**src/common/mode_burst_pkg.sv**
```systemverilog
package mode_burst_pkg;
    // command encodings {cs_n, ras_n, cas_n, we_n}
    localparam logic [3:0] CMD_MRS = 4'h0;
    localparam logic [3:0] CMD_READ = 4'h5;
    localparam logic [3:0] CMD_WRITE = 4'h4;
    localparam logic [3:0] CMD_NOP = 4'h7;
    localparam logic [3:0] CMD_PRE = 4'h2;
    // mode_register_zero field positions
    localparam int BL_LSB = 0;
    localparam int BT_POS = 3;
    localparam int WR_LSB = 9;
    localparam int OTF_POS = 12;
    localparam logic [1:0] BL_FIXED8 = 2'h0;
    localparam logic [1:0] BL_OTF = 2'h1;
    localparam logic [1:0] BL_FIXED4 = 2'h2;
    localparam logic [15:0] MODE_RESET = 16'h0000;
    // timing, 250 MHz clock
    localparam int CLK_PS = 4000;
    localparam int MODE_SET_CYCLE_TIME_NS = 4;
    localparam int SETTING_APPLY_DELAY_NS = 12;
    localparam int WRITE_RECOVERY_NS = 15;
    localparam int PRECHARGE_PERIOD_NS = 14;
    localparam int MRD_CYC = (MODE_SET_CYCLE_TIME_NS * 1000 + CLK_PS - 1)
        / CLK_PS;
    localparam int MOD_CYC = (SETTING_APPLY_DELAY_NS * 1000 + CLK_PS - 1)
        / CLK_PS;
    localparam int WR_MIN_CYC = (WRITE_RECOVERY_NS * 1000 + CLK_PS - 1)
        / CLK_PS;
    localparam int RP_CYC = (PRECHARGE_PERIOD_NS * 1000 + CLK_PS - 1)
        / CLK_PS;
    localparam int BEATS = 8;

    // column of beat k for start column and burst type
    function automatic logic [2:0] beat_col(input logic [2:0] start,
            input logic [2:0] k, input logic interleave);
        logic [1:0] low;
        low = interleave ? (start[1:0] ^ k[1:0])
            : 2'(start[1:0] + k[1:0]);
        return {start[2] ^ k[2], low};
    endfunction

    // programmed write recovery field to cycles
    function automatic logic [4:0] wr_cycles(input logic [2:0] code);
        logic [4:0] c;
        c = 5'h10;
        unique case (code)
            3'h1: c = 5'h05;
            3'h2: c = 5'h06;
            3'h3: c = 5'h07;
            3'h4: c = 5'h08;
            3'h5: c = 5'h0a;
            3'h6: c = 5'h0c;
            3'h7: c = 5'h0e;
            default: c = 5'h10;
        endcase
        return c;
    endfunction

    function automatic logic [2:0] wr_code(input logic [4:0] cyc);
        logic [2:0] c;
        c = 3'h0;
        if (cyc <= 5'h05) c = 3'h1;
        else if (cyc <= 5'h06) c = 3'h2;
        else if (cyc <= 5'h07) c = 3'h3;
        else if (cyc <= 5'h08) c = 3'h4;
        else if (cyc <= 5'h0a) c = 3'h5;
        else if (cyc <= 5'h0c) c = 3'h6;
        else if (cyc <= 5'h0e) c = 3'h7;
        return c;
    endfunction
endpackage

```
**src/common/cmd_link_if.sv**
```systemverilog
interface cmd_link_if;
    logic cs_n;
    logic ras_n;
    logic cas_n;
    logic we_n;
    logic cke;
    logic [2:0] bank;
    logic [15:0] addr;
    logic [7:0] dq_wr;
    logic wr_valid;
    logic [7:0] dq_rd;
    logic dq_oe;
    modport memory (input cs_n, ras_n, cas_n, we_n, cke, bank, addr,
        dq_wr, wr_valid, output dq_rd, dq_oe);
    modport controller (output cs_n, ras_n, cas_n, we_n, cke, bank, addr,
        dq_wr, wr_valid, input dq_rd, dq_oe);
endinterface

```
**src/core/beat_sequencer.sv**
```systemverilog
module beat_sequencer
    import mode_burst_pkg::*;
(
    input wire logic core_clk_i,
    input wire logic sys_rst_i,
    input wire logic ce_i,
    input wire logic start_i,
    input wire logic [2:0] col_i,
    input wire logic interleave_i,
    input wire logic chop_i,
    input wire logic is_write_i,
    output logic active_o,
    output logic [2:0] col_o,
    output logic slot_live_o
);
    logic [3:0] idx_reg;
    logic [2:0] start_reg;
    logic il_reg;
    logic chop_reg;
    logic wr_reg;
    wire running = idx_reg != 4'h8;
    wire [2:0] k = idx_reg[2:0];
    // writes land in plain column order, reads in burst order
    wire [2:0] rd_col = beat_col(start_reg, k, il_reg);
    wire [2:0] wr_col = chop_reg ? {start_reg[2], k[1:0]} : k;
    assign active_o = running;
    assign col_o = wr_reg ? wr_col : rd_col;
    assign slot_live_o = running && !(chop_reg && k[2]);

    always_ff @(posedge core_clk_i) begin
        if (sys_rst_i) begin
            idx_reg <= 4'h8;
            start_reg <= 3'h0;
            il_reg <= 1'b0;
            chop_reg <= 1'b0;
            wr_reg <= 1'b0;
        end else if (ce_i) begin
            if (start_i) begin
                idx_reg <= 4'h0;
                start_reg <= col_i;
                il_reg <= interleave_i;
                chop_reg <= chop_i;
                wr_reg <= is_write_i;
            end else if (running) begin
                idx_reg <= idx_reg + 4'h1;
            end
        end
    end
endmodule

```
**src/core/sdram_mode_device.sv**
```systemverilog
// Behaviour
// (RULE1) four mode registers, written only by mode set
// (RULE2) controller must program all registers after reset
// (RULE3) repeated mode set replaces register contents
// (RULE4) controller drives every field on mode set
// (RULE5) mode set never touches array data
// (RULE6) mode set commands spaced by cycle time
// (RULE7) new settings apply within apply delay
// (RULE8) mode set only when idle, clock enable high
// (RULE9) register zero addressed by all-low bank pins
// (RULE10) reserved bits of register zero are zero
// (RULE11) recovery value at least rounded-up write recovery
// (RULE12) recovery plus precharge gives auto-precharge delay
// (RULE13) sequential wraps nibble, interleaved xors index
// (RULE14) address bit 3 picks burst type
// (RULE15) address bits 0-1 pick burst length
// (RULE16) on-the-fly mode samples address bit 12
// (RULE17) order from length, type, start column
// (RULE18) eight-beat reads start at column, ordered
// (RULE19) chopped reads: nibble by bit 2, tristate tail
// (RULE20) writes in column order, chopped tail ignored
//
// Decided for this implementation: the placing of the registers and strobed register access.
module sdram_mode_device
    import mode_burst_pkg::*;
(
    input wire logic core_clk_i,
    input wire logic sys_rst_i,
    input wire logic ce_i,
    cmd_link_if.memory link,
    output logic [15:0] mode_zero_o,
    output logic [15:0] mode_one_o,
    output logic [15:0] mode_two_o,
    output logic [15:0] mode_three_o,
    output logic [5:0] autoprecharge_write_delay_o,
    output logic settings_pending_o,
    output logic reserved_error_o
);
    ////////////////////////////////////////////////////////////////////
    logic [15:0] mode_reg [4];
    logic [15:0] staged_reg;
    logic [1:0] staged_sel_reg;
    logic [3:0] apply_cnt_reg;
    logic [7:0] mem [8];
    logic [7:0] dq_rd_reg;
    logic dq_oe_reg;
    logic [5:0] dal_reg;
    logic res_err_reg;

    wire [3:0] cmd = {link.cs_n, link.ras_n, link.cas_n, link.we_n};
    wire cmd_ok = link.cke;
    wire is_mrs = cmd_ok && cmd == CMD_MRS;
    wire is_rd = cmd_ok && cmd == CMD_READ;
    wire is_wr = cmd_ok && cmd == CMD_WRITE;
    wire [1:0] mr_sel = link.bank[1:0]; // RULE9
    // reserved bits: bank 2 and address 15:13
    wire res_bad = is_mrs && mr_sel == 2'h0
        && (link.bank[2] || link.addr[15:13] != 3'h0); // RULE10
    // settings in force until the apply delay ends; old values govern
    wire [15:0] mr0 = mode_reg[0];
    wire [1:0] bl_mode = mr0[BL_LSB +: 2]; // RULE15
    wire interleave = mr0[BT_POS]; // RULE14
    wire chop = bl_mode == BL_FIXED4
        || (bl_mode == BL_OTF && !link.addr[OTF_POS]); // RULE16
    wire [2:0] wr_code_f = mr0[WR_LSB +: 3];

    logic seq_active;
    logic [2:0] seq_col;
    logic seq_live;
    ////////////////////////////////////////////////////////////////////
    beat_sequencer beat_sequencer_i (
        .core_clk_i(core_clk_i),
        .sys_rst_i(sys_rst_i),
        .ce_i(ce_i),
        .start_i(is_rd || is_wr),
        .col_i(link.addr[2:0]), // RULE17
        .interleave_i(interleave), // RULE13
        .chop_i(chop),
        .is_write_i(is_wr),
        .active_o(seq_active),
        .col_o(seq_col),
        .slot_live_o(seq_live)
    );

    logic writing_reg;
    always_ff @(posedge core_clk_i) begin
        if (sys_rst_i) begin
            writing_reg <= 1'b0;
        end else if (ce_i && (is_rd || is_wr)) begin
            writing_reg <= is_wr;
        end
    end

    // array only written by write bursts, never by mode set
    always_ff @(posedge core_clk_i) begin
        if (ce_i && seq_active && writing_reg && seq_live
                && link.wr_valid) begin
            mem[seq_col] <= link.dq_wr; // RULE20 RULE5
        end
    end

    always_ff @(posedge core_clk_i) begin
        if (sys_rst_i) begin
            dq_rd_reg <= 8'h00;
            dq_oe_reg <= 1'b0;
        end else if (ce_i) begin
            dq_oe_reg <= seq_active && !writing_reg && seq_live; // RULE19
            dq_rd_reg <= mem[seq_col]; // RULE18
        end
    end
    assign link.dq_rd = dq_rd_reg;
    assign link.dq_oe = dq_oe_reg;

    ////////////////////////////////////////////////////////////////////
    // mode set is staged then committed after the apply delay
    always_ff @(posedge core_clk_i) begin
        if (sys_rst_i) begin
            staged_reg <= MODE_RESET;
            staged_sel_reg <= 2'h0;
            apply_cnt_reg <= 4'h0;
            res_err_reg <= 1'b0;
            for (int i = 0; i < 4; i++) begin
                mode_reg[i] <= MODE_RESET; // RULE2
            end
        end else if (ce_i) begin
            if (is_mrs) begin
                staged_reg <= link.addr; // RULE4
                staged_sel_reg <= mr_sel;
                apply_cnt_reg <= 4'(MOD_CYC); // RULE7
                res_err_reg <= res_bad;
            end else if (apply_cnt_reg != 4'h0) begin
                apply_cnt_reg <= apply_cnt_reg - 4'h1;
                if (apply_cnt_reg == 4'h1) begin
                    mode_reg[staged_sel_reg] <= staged_reg; // RULE1 RULE3
                end
            end
        end
    end

    always_ff @(posedge core_clk_i) begin
        if (sys_rst_i) begin
            dal_reg <= 6'h00;
        end else if (ce_i) begin
            dal_reg <= 6'(wr_cycles(wr_code_f)) + 6'(RP_CYC); // RULE12
        end
    end

    assign mode_zero_o = mode_reg[0];
    assign mode_one_o = mode_reg[1];
    assign mode_two_o = mode_reg[2];
    assign mode_three_o = mode_reg[3];
    assign autoprecharge_write_delay_o = dal_reg;
    assign settings_pending_o = apply_cnt_reg != 4'h0;
    assign reserved_error_o = res_err_reg;
endmodule

```
**src/flat_wrapper.sv**
```systemverilog
// flat-port wrapper written by rule: the top's interface ports become plain ports
module sdram_mode_device_flat import mode_burst_pkg::*;
  (core_clk_i, sys_rst_i, ce_i, mode_zero_o, mode_one_o, mode_two_o, mode_three_o, autoprecharge_write_delay_o, settings_pending_o, reserved_error_o, link_cs_n, link_ras_n, link_cas_n, link_we_n, link_cke, link_bank, link_addr, link_dq_wr, link_wr_valid, link_dq_rd, link_dq_oe);
  cmd_link_if link_i ();
  input wire logic core_clk_i;
  input wire logic sys_rst_i;
  input wire logic ce_i;
  output logic [15:0] mode_zero_o;
  output logic [15:0] mode_one_o;
  output logic [15:0] mode_two_o;
  output logic [15:0] mode_three_o;
  output logic [5:0] autoprecharge_write_delay_o;
  output logic settings_pending_o;
  output logic reserved_error_o;
  input wire logic [$bits(link_i.cs_n)-1:0] link_cs_n;
  input wire logic [$bits(link_i.ras_n)-1:0] link_ras_n;
  input wire logic [$bits(link_i.cas_n)-1:0] link_cas_n;
  input wire logic [$bits(link_i.we_n)-1:0] link_we_n;
  input wire logic [$bits(link_i.cke)-1:0] link_cke;
  input wire logic [$bits(link_i.bank)-1:0] link_bank;
  input wire logic [$bits(link_i.addr)-1:0] link_addr;
  input wire logic [$bits(link_i.dq_wr)-1:0] link_dq_wr;
  input wire logic [$bits(link_i.wr_valid)-1:0] link_wr_valid;
  output wire logic [$bits(link_i.dq_rd)-1:0] link_dq_rd;
  output wire logic [$bits(link_i.dq_oe)-1:0] link_dq_oe;
  assign link_i.cs_n = link_cs_n;
  assign link_i.ras_n = link_ras_n;
  assign link_i.cas_n = link_cas_n;
  assign link_i.we_n = link_we_n;
  assign link_i.cke = link_cke;
  assign link_i.bank = link_bank;
  assign link_i.addr = link_addr;
  assign link_i.dq_wr = link_dq_wr;
  assign link_i.wr_valid = link_wr_valid;
  assign link_dq_rd = link_i.dq_rd;
  assign link_dq_oe = link_i.dq_oe;
  sdram_mode_device u_core (.core_clk_i(core_clk_i), .sys_rst_i(sys_rst_i), .ce_i(ce_i), .link(link_i), .mode_zero_o(mode_zero_o), .mode_one_o(mode_one_o), .mode_two_o(mode_two_o), .mode_three_o(mode_three_o), .autoprecharge_write_delay_o(autoprecharge_write_delay_o), .settings_pending_o(settings_pending_o), .reserved_error_o(reserved_error_o));
endmodule
```
**config.mk**
```make
export PLATFORM = sky130hd
export DESIGN_NAME = sdram_mode_device_flat
export DESIGN_NICKNAME = d
export VERILOG_FILES = /design/src/common/mode_burst_pkg.sv /design/src/common/cmd_link_if.sv /design/src/core/beat_sequencer.sv /design/src/core/sdram_mode_device.sv /design/src/flat_wrapper.sv
export SDC_FILE = /design/constraint.sdc
export NUM_CORES = 1
export LEC_CHECK = 0
export ABC_AREA = 1
export BUFFER_PORTS_ARGS = -buffer_cell sky130_fd_sc_hd__buf_2
export CAP_MARGIN = 20
export CORE_ASPECT_RATIO = 1.1
export CORE_MARGIN = 3
export CORE_UTILIZATION = 60
export DETAILED_ROUTE_END_ITERATION = 16
export PLACE_DENSITY = 0.84
export SLEW_MARGIN = 20
export SYNTH_ARGS = -nofsm -noshare
export SYNTH_HDL_FRONTEND = slang
export SYNTH_HIERARCHICAL = 1
export SYNTH_SLANG_ARGS = --single-unit
```
**constraint.sdc**
```tcl
create_clock -name core_clk_i -period 6.8 [get_ports core_clk_i]
set_clock_uncertainty 0.05 [all_clocks]
set_input_delay 0.34 -clock core_clk_i [delete_from_list [all_inputs] [get_ports core_clk_i]]
set_output_delay 0.34 -clock core_clk_i [all_outputs]
set_load 0.05 [all_outputs]
```
# ---- Word-level counts from Yosys, hierarchy flattened
# Memories as Yosys holds them, arrays and structs flattened. A register that Yosys moved wholly into a read port is not among the register bits.
# Cells that the tools add are included.
dict set report totals {
  register_bits 41
  mem_bits_rw 128
  in_bits 36
  output_inout_bits 81
  word_cells 88
  n_memories 2
}
# name words width rd rd_clocked_by_memory_dff write_ports line_no
set memory_table {}
lappend memory_table {u_core.mem 8 8 1 1 1 sdram_mode_device.sv:44} ;# logic [7:0] mem [8];
lappend memory_table {u_core.mode_reg 4 16 4 0 4 sdram_mode_device.sv:40} ;# logic [15:0] mode_reg [4];
dict set report op_classes {
  n_addsub 4
  n_eq_ne 13
  mux 23
  bitwise_logic 2
  n_reduce_logical 32
}
# op count
set op_table {}
lappend op_table {{$pmux 5 s7} 1}
lappend op_table {{$mux 16} 1}
lappend op_table {{$mux 4} 4}
lappend op_table {{$reduce_or 16->1} 1}
lappend op_table {{$logic_and 1x1->1} 15}
lappend op_table {{$eq 3x3->1 const B} 4}
lappend op_table {{$mux 1} 11}
lappend op_table {{$mux 5} 2}
lappend op_table {{$eq 4x3->1 const B} 2}
lappend op_table {{$reduce_and 2->1} 4}
lappend op_table {{$add 5x3->6 const B} 1}
lappend op_table {{$eq 3x2->1 const B} 2}
lappend op_table {{$mux 3} 2}
lappend op_table {{$add 4x1->4 const B} 1}
lappend op_table {{$eq 4x1->1 const B} 1}
lappend op_table {{$logic_not 4->1} 1}
lappend op_table {{$mux 2} 2}
lappend op_table {{$ne 4x4->1 const B} 1}
lappend op_table {{$reduce_bool 2->1} 2}
lappend op_table {{$reduce_bool 4->1} 1}
lappend op_table {{$sub 4x1->4 const B} 1}
lappend op_table {{$eq 3x1->1 const B} 1}
lappend op_table {{$logic_not 1->1} 3}
lappend op_table {{$logic_or 1x1->1} 3}
lappend op_table {{7 further kinds} 7}

# ---- Longest topological paths before layout
# Gate-level depths: netlist (run 1).
dict set report logic_depth {
  word_depth 9
  depth_mapped 11
  ltp_nobuf 11
}

# ---- Modules after synthesis
# Netlist (run 1), hierarchy kept.
# module n_inst cells_each area_per_inst_um2 seq_area_each_um2
set by_module_without_submodules {}
lappend by_module_without_submodules {sdram_mode_device 1 564 6541.3 4624.4}
lappend by_module_without_submodules {beat_sequencer 1 77 585.6 200.2}

# ---- Worst setup path before layout (run 1)
# OpenSTA, ideal clock, no wires.
dict set report synth_path {
  path_type {flip-flop to flip-flop}
  from {register u_core.apply_cnt_reg[0]}
  to {memory u_core.mode_reg[1][0], enable pin}
  setup_ps 411
  arrival_ps 2293
  t_required_ps 6339
  slack_ps 4046
  path_stages_with_launch 8
  n_path_buf 0
  period_less_slack_ps 2754
  path_cell_list {dfxtp_1 inv_1 ha_1 inv_1 nand4_2 nor2_4 nand2_2 o21ai_0}
}
# item line_no
set synth_rtl {}
lappend synth_rtl {{start, declared} sdram_mode_device.sv:43} ;# logic [3:0] apply_cnt_reg;
lappend synth_rtl {{start signal, assigned} sdram_mode_device.sv:129} ;# apply_cnt_reg <= 4'(MOD_CYC);
lappend synth_rtl {{start signal, assigned} sdram_mode_device.sv:132} ;# apply_cnt_reg <= apply_cnt_reg - 4'h1;
lappend synth_rtl {{end, declared} sdram_mode_device.sv:40}

# ---- Worst setup path after layout (run 1)
dict set report layout_path {
  from {register u_core.beat_sequencer_i.idx_reg[0]}
  to {memory u_core.mem[0][2], enable pin}
}
dict set report layout_via {
  elab_cells_between_ends 13
  cone_classes {add/sub (1); eq/ne (1); mux (5); bitwise (1); reduce/logical (5)}
}
# item line_no
set layout_rtl {}
lappend layout_rtl {{start, declared} beat_sequencer.sv:16} ;# logic [3:0] idx_reg;
lappend layout_rtl {{start signal, assigned} beat_sequencer.sv:45} ;# idx_reg <= idx_reg + 4'h1;
lappend layout_rtl {{$add 2x2->2 / $xor 2x2->2 (equally long branches)} {mode_burst_pkg.sv:38, mode_burst_pkg.sv:37}}
lappend layout_rtl {{$mux 2} mode_burst_pkg.sv:37} ;# low = interleave ? (start[1:0] ^ k[1:0])
lappend layout_rtl {{$mux 3 *} beat_sequencer.sv:27} ;# assign col_o = wr_reg ? wr_col : rd_col;
lappend layout_rtl {{net u_core.seq_col[0]} sdram_mode_device.sv:68} ;# logic [2:0] seq_col;
lappend layout_rtl {{end, declared} sdram_mode_device.sv:44}
# The timed path passes the listed nets; every way through them passes the cells marked *.

==> impl_results.md, run 1 <==
* Ys Warns at 6
* IO buf count at 116
* Post-synth top area cell: edfxtp_1
* Hold Fails Final Rpt at 0
* 1st-pass router iterations at 5
* Setup crit start kind: flop
* Netlist cell types at 36
* Leak at 3.27 nW
* Met1 Usage GRT at 0.287
* Mean routed wirelength per cell at 16.5 µm
* Pwr Density at 300 nW/µm²
* Dpl hpwl at 10700 µm
* Clock buffer depth at 2
* Via density at 5.52
* Row count at 41
* Root Buffer: clkbuf_16
* Final instance area at 8350 µm²
* Critical path cell sequence: ha_1, nand2_1, o21ai_2, buf_4, inv_1, nand2_1, nor2_1
* Final setup viols at 0
* Antenna viol nets, final at 0
* Kind of critical path: flop to flop
* Num ports at 117
* M2 GR Usage at 0.402
* Starting Density at 0.617
* First-pass GRT wire length at 23900 µm
* Initial antenna violation count at 0
* FF+latch count, synth at 177
* Top post-synthesis cells by area: edfxtp_1 (54%), dfxtp_1 (14%), nor2_1 (7.2%)
* Final period utilization at 0.423
* Chip Height at 120 µm
* CTS sink count at 177
* Core Box Area at 11500 µm²
* Clock latency on the worst-skew pair at 0.43 ns
* Most used cell along the critical path: nand2_1
* Peak supply drop at 0.254 mV
* Slowest CP cell: nor2_1
* Worst slew pin tran at 0.874 ns
* Largest stage delay, worst path at 0.58 ns
* Outcome: finished clean
* CTS HTree Levels at 4
* Fmax at 348 MHz
* RePlAce Congestion at 0.860
* GRT busiest layer: met2
* Routed via count at 5062
* Share of the yosys chip area belonging to registers at 0.677
* Post-synth top area share at 0.539
* Die Area at 13200 µm²
* WP data arrival at 2.89 ns
* Post-CTS setup buffers at 0
* Maximum Capacitance Violations at 0
* Synthesized instance count at 641
* Commonest non-fill, non-tap cell in the layout: nor2_1
* Largest net degree at the start of global routing at 43
* CTS clock-pin slew for the worst setup and hold paths at 0.07 ns
* Req. time, crit path at 6.81 ns
* Total CTS buffers at 17
* TNS Setup at 0 ns
* Initial drt markers at 424
* Width of the die at 110 µm
* Vias in the first global route at 4960
* CP endpoint kind: flop
* Total global-route track usage at 0.237
* Synth Net Count at 682
* Final WL at 15100 µm
* Layout cell share with drive strength beyond 1 at 0.253
* Post_cts resized at 0
* Fin nets at 795
* Pins Over Slew Limit at 0
* Antenna diodes at 0
* Most frequent cells in the layout: nor2_1 (137), edfxtp_1 (128), buf_2 (116)
* Relative slew slack at 0.417
* Unrepaired setup endpoints after global routing: no
* Dpl cell area at 7770 µm²
* Syn avg cell area at 11.1 µm²
* CTS tree: done
* Period minus WS final at 2.87 ns
* Met3 Track Usage GR at 0.0571
* Residual DRC count at 0
* Total congestion overflow at 0
* Highest net fanout along the worst path at 42
* Area grow syn2layout at 17.1%
* Worst Hold Class: input port to flop
* Hold Buf Count CTS at 0
* Cell Area, Synth at 7130 µm²
-- critical path, delay by kind of cell (launching register included) --
family	cells	cell delay, ns
flops	1	0.41
compound gates	1	0.05
fa+ha+maj	1	0.26
buf+inv	2	0.82
simple gates	3	0.91
-- final timing paths --
kind	cells past startpoint	slack, ns	end	start
worst min-delay path	3	0.09	u_core/staged_reg[9]$_SDFFE_PP0P_	link_addr[9]
worst min register to register	2	0.41	u_core/autoprecharge_write_delay_o[5]$_SDFFE_PP0P_	u_core/autoprecharge_write_delay_o[5]$_SDFFE_PP0P_
worst max-delay path	7	3.93	u_core/mem[0][2]$_DFFE_PP_	u_core/beat_sequencer_i/idx_reg[0]$_SDFFE_PP0P_
worst max register to register	7	3.93	u_core/mem[0][2]$_DFFE_PP_	u_core/beat_sequencer_i/idx_reg[0]$_SDFFE_PP0P_
-- logic make-up (layout without fill, tap and decap cells) --
logic type	Yosys count	after routing	share of synthesized area
AOI/OAI and AO/OA	106	106	0.0832
xor gates and xnor gates	2	2	0.00246
adders and majority gates	5	5	0.00878
buffers and inverters	91	217	0.0550
DFF	177	177	0.677
and+or+nand+nor	260	260	0.174
-- Yosys cell counts (all sizes together) --
| cell | instances |
|---|---|
| o21ai | 64 |
| o21a | 1 |
| buf | 19 |
| xnor2 | 1 |
| nor3 | 18 |
| a21oi | 22 |
| or2 | 8 |
| dfxtp | 49 |
| a21boi | 1 |
| inv | 67 |
| o211ai | 17 |
| clkbuf | 5 |
| nor4 | 1 |
| edfxtp | 128 |
| nand4 | 7 |
| xor2 | 1 |
| ha | 5 |
| nor2 | 144 |
| o221ai | 1 |
| nand3 | 24 |
| nand2 | 58 |
-- metrics by stage --
step | util | worst slack [ns] | hold slack, ns | std cells | power [mW]
after floorplan | - | 4.05 | 0.352 | 641 | 1.50
after global placement | 0.673 | 4.11 | 0.375 | 885 | 1.58
after detailed placement | 0.673 | 3.95 | 0.391 | 885 | 1.60
after CTS | 0.723 | 3.93 | 0.0780 | 917 | 2.51
after global routing | 0.723 | 3.66 | 0.0900 | 917 | 2.60
final | 0.723 | 3.93 | 0.0883 | 917 | 2.50
-- area by class of cell --
type                       count  area (µm²)
clock inverter                15         148
sequential                   177        4820
clock buffer                  17         425
multi-input combinational    373        1910
inverter                      67         251
timing repair buffer         118         596
tap                          150         188
fill                         759        3200
-- routing by layer --
metal  part of all wire  vias up  wire [µm]
met3              0.078       36       1180
met5                  0        -          0
li1                   -     2405          -
met2               0.51      251       7720
met1               0.39     2370       5870
met4              0.024        0        367
-- power breakdown --
group	switching (mW)	leakage (nW)	internal, mW	total [mW]
Combinational	0.268	1.36	0.0915	0.360
Sequential	0.0284	1.64	1.19	1.22
Clock	0.435	0.277	0.486	0.921
Total	0.732	3.27	1.77	2.50
(Power assumes the default switching activity.)
==> inputs of run 2 (changes only) <==
Settings changed: CORE_UTILIZATION 60 to 56, PLACE_DENSITY 0.84 to 0.79.
Clock period 6.8 ns to 2.8 ns, I/O delays scaled along.
==> run 2 against run 1 <==
Net effect: utilization is 1.2 points lower; hold slack worse by 0.070 ns; power is 150% higher; sequential share of layout area is 2.4 points lower; largest power group unchanged; highest routed layer unchanged.
==> impl_results.md, run 2 (synthesis gave the netlist of run 1 again) <==
* CTS sink count at 177 (unchanged)
* CTS tree: done
* WP data arrival at 2.58 ns (-0.31 ns)
* Residual DRC count at 0 (unchanged)
* RePlAce Congestion at 0.885 (+3.0%)
* First-pass GRT wire length at 27000 µm (+13%)
* Vias in the first global route at 5344 (+7.7%)
* Hold path startpoint: link_dq_wr[2]
* Fmax at 389 MHz (+12%)
* Unrepaired setup endpoints after global routing: no
* Initial antenna violation count at 0 (unchanged)
* Final std cells w/o fill at 958 (+4.5%)
* Pins Over Slew Limit at 0 (unchanged)
* Crit path from: u_core/beat_sequencer_i/idx_reg[0]$_SDFFE_PP0P_
* Setup Slack @ Placement at 0.267 ns (-3.68 ns)
* Commonest non-fill, non-tap cell in the layout: nor2_1
* Width of the die at 114 µm (+3.3%)
* Row count at 42 (+2.4%)
* Layout cell share with drive strength beyond 1 at 0.256 (+0.00329)
* Relative slew slack at 0.507 (+0.0903)
* Antenna diodes at 0 (unchanged)
* Peak supply drop at 0.477 mV (+88%)
* Total chip power at 6.21 mW (+150%)
* Setup crit start kind: flop
* Outcome: finished clean
* Fill cell count at 788 (+3.8%)
* Num ports at 117 (unchanged)
* Root Buffer: clkbuf_16
* Dpl cell area at 7890 µm² (+1.5%)
* 1st-pass router iterations at 5 (unchanged)
* Maximum Capacitance Violations at 0 (unchanged)
* Area grow syn2layout at 22.2%
* Worst r2r src: u_core/beat_sequencer_i/idx_reg[0]$_SDFFE_PP0P_
* Leak at 3.45 nW (+5.6%)
* Dpl hpwl at 11600 µm (+8.2%)
* Final WL at 17000 µm (+12%)
* Most frequent cells in the layout: nor2_1 (136), edfxtp_1 (128), buf_2 (116)
* Chip Height at 124 µm (+3.3%)
* Placed insts at 904 (+2.1%)
* Mean routed wirelength per cell at 17.8 µm (+7.7%)
* Fin nets at 832 (+4.7%)
* IO buf count at 116 (unchanged)
* Period minus WS final at 2.57 ns (-0.302 ns)
* Req. time, crit path at 2.81 ns (-4.00 ns)
* Footprint of the multi-input gates at 1920 µm² (+0.13%)
* Antenna viol nets, final at 0 (unchanged)
* Worst slew pin tran at 0.738 ns (-0.136 ns)
* CTS HTree Levels at 4 (unchanged)
* Largest net degree at the start of global routing at 33 (-23%)
* Routed via count at 5335 (+5.4%)
* Via density at 5.57 (+0.88%)
* Pwr Density at 714 nW/µm² (+140%)
* Clock latency on the worst-skew pair at 0.43 ns (about the same)
* CTS clock-pin slew for the worst setup and hold paths at 0.06 ns (about the same)
* TNS Setup at 0 ns (unchanged)
* Total global-route track usage at 0.248 (+0.0110)
* Final setup viols at 0 (unchanged)
* Clock buffer depth at 2 (unchanged)
* Final instance area at 8710 µm² (+4.3%)
* Initial drt markers at 462 (+9.0%)
* Worst Hold Class: input port to flop
* CP endpoint kind: flop
* Core Util, Final at 0.711 (-0.0120)
* Starting Density at 0.582 (-0.0354)
* Hold Fails Final Rpt at 0 (unchanged)
* Hold slack final at 0.0186 ns (-0.0697 ns)
* Post-layout worst setup margin at 0.227 ns (-3.70 ns)
* Kind of critical path: flop to flop
* Register area at 4820 µm² (unchanged)
* Die Area at 14100 µm² (+6.8%)
* Final period utilization at 0.919 (+0.496)
* Total CTS buffers at 17 (unchanged)
* Core Box Area at 12200 µm² (+6.1%)
* Total congestion overflow at 0 (unchanged)
* Highest net fanout along the worst path at 8 (-81%)
## run 2: critical path, stage by stage, from the launching register on
cell and delay [ns]:
dfxtp_1 0.41, inv_1 0.12, ha_1 0.24, nand3_4 0.11, a21boi_0 0.18, nand3_1 0.12, nor2_1 0.19, nand2_1 0.18
nor2_1 0.60
## run 2: worst paths after layout
check	slack, ns	endpoint	depth (start not counted)
min reg2reg	0.40	u_core/autoprecharge_write_delay_o[5]$_SDFFE_PP0P_	2
max	0.23	u_core/mem[0][2]$_DFFE_PP_	8
max reg2reg	0.23	u_core/mem[0][2]$_DFFE_PP_	8
min	0.02	u_core/mem[4][2]$_DFFE_PP_	1
## run 2: final cells by class
type / instances / share of cell area
multi-input combinational: 373 / 0.220
clock buffer: 25 / 0.0569
timing repair buffer: 155 / 0.107
tap: 154 / 0.0221
inverter: 67 / 0.0289
clock inverter: 7 / 0.0112
sequential: 177 / 0.554
## run 2: layer usage
layer	track usage	share of wire
met2	0.423	0.52
met5	0	0
met1	0.292	0.38
met4	0.112	0.023
met3	0.0617	0.077
## run 2: power breakdown
group	switching (mW)	total, mW	internal (mW)
Clock	0.922	2.34	1.41
Sequential	0.0616	2.96	2.89
Combinational	0.669	0.921	0.252
## run 2: what timing repair did
item | in CTS | in global routing
buffers inserted | 0 | 0
endpoints found under the hold margin | 27 | 0
hold buffers | 22 | 0
gates resized for setup | 0 | 1
endpoints found under the setup margin | 0 | 8
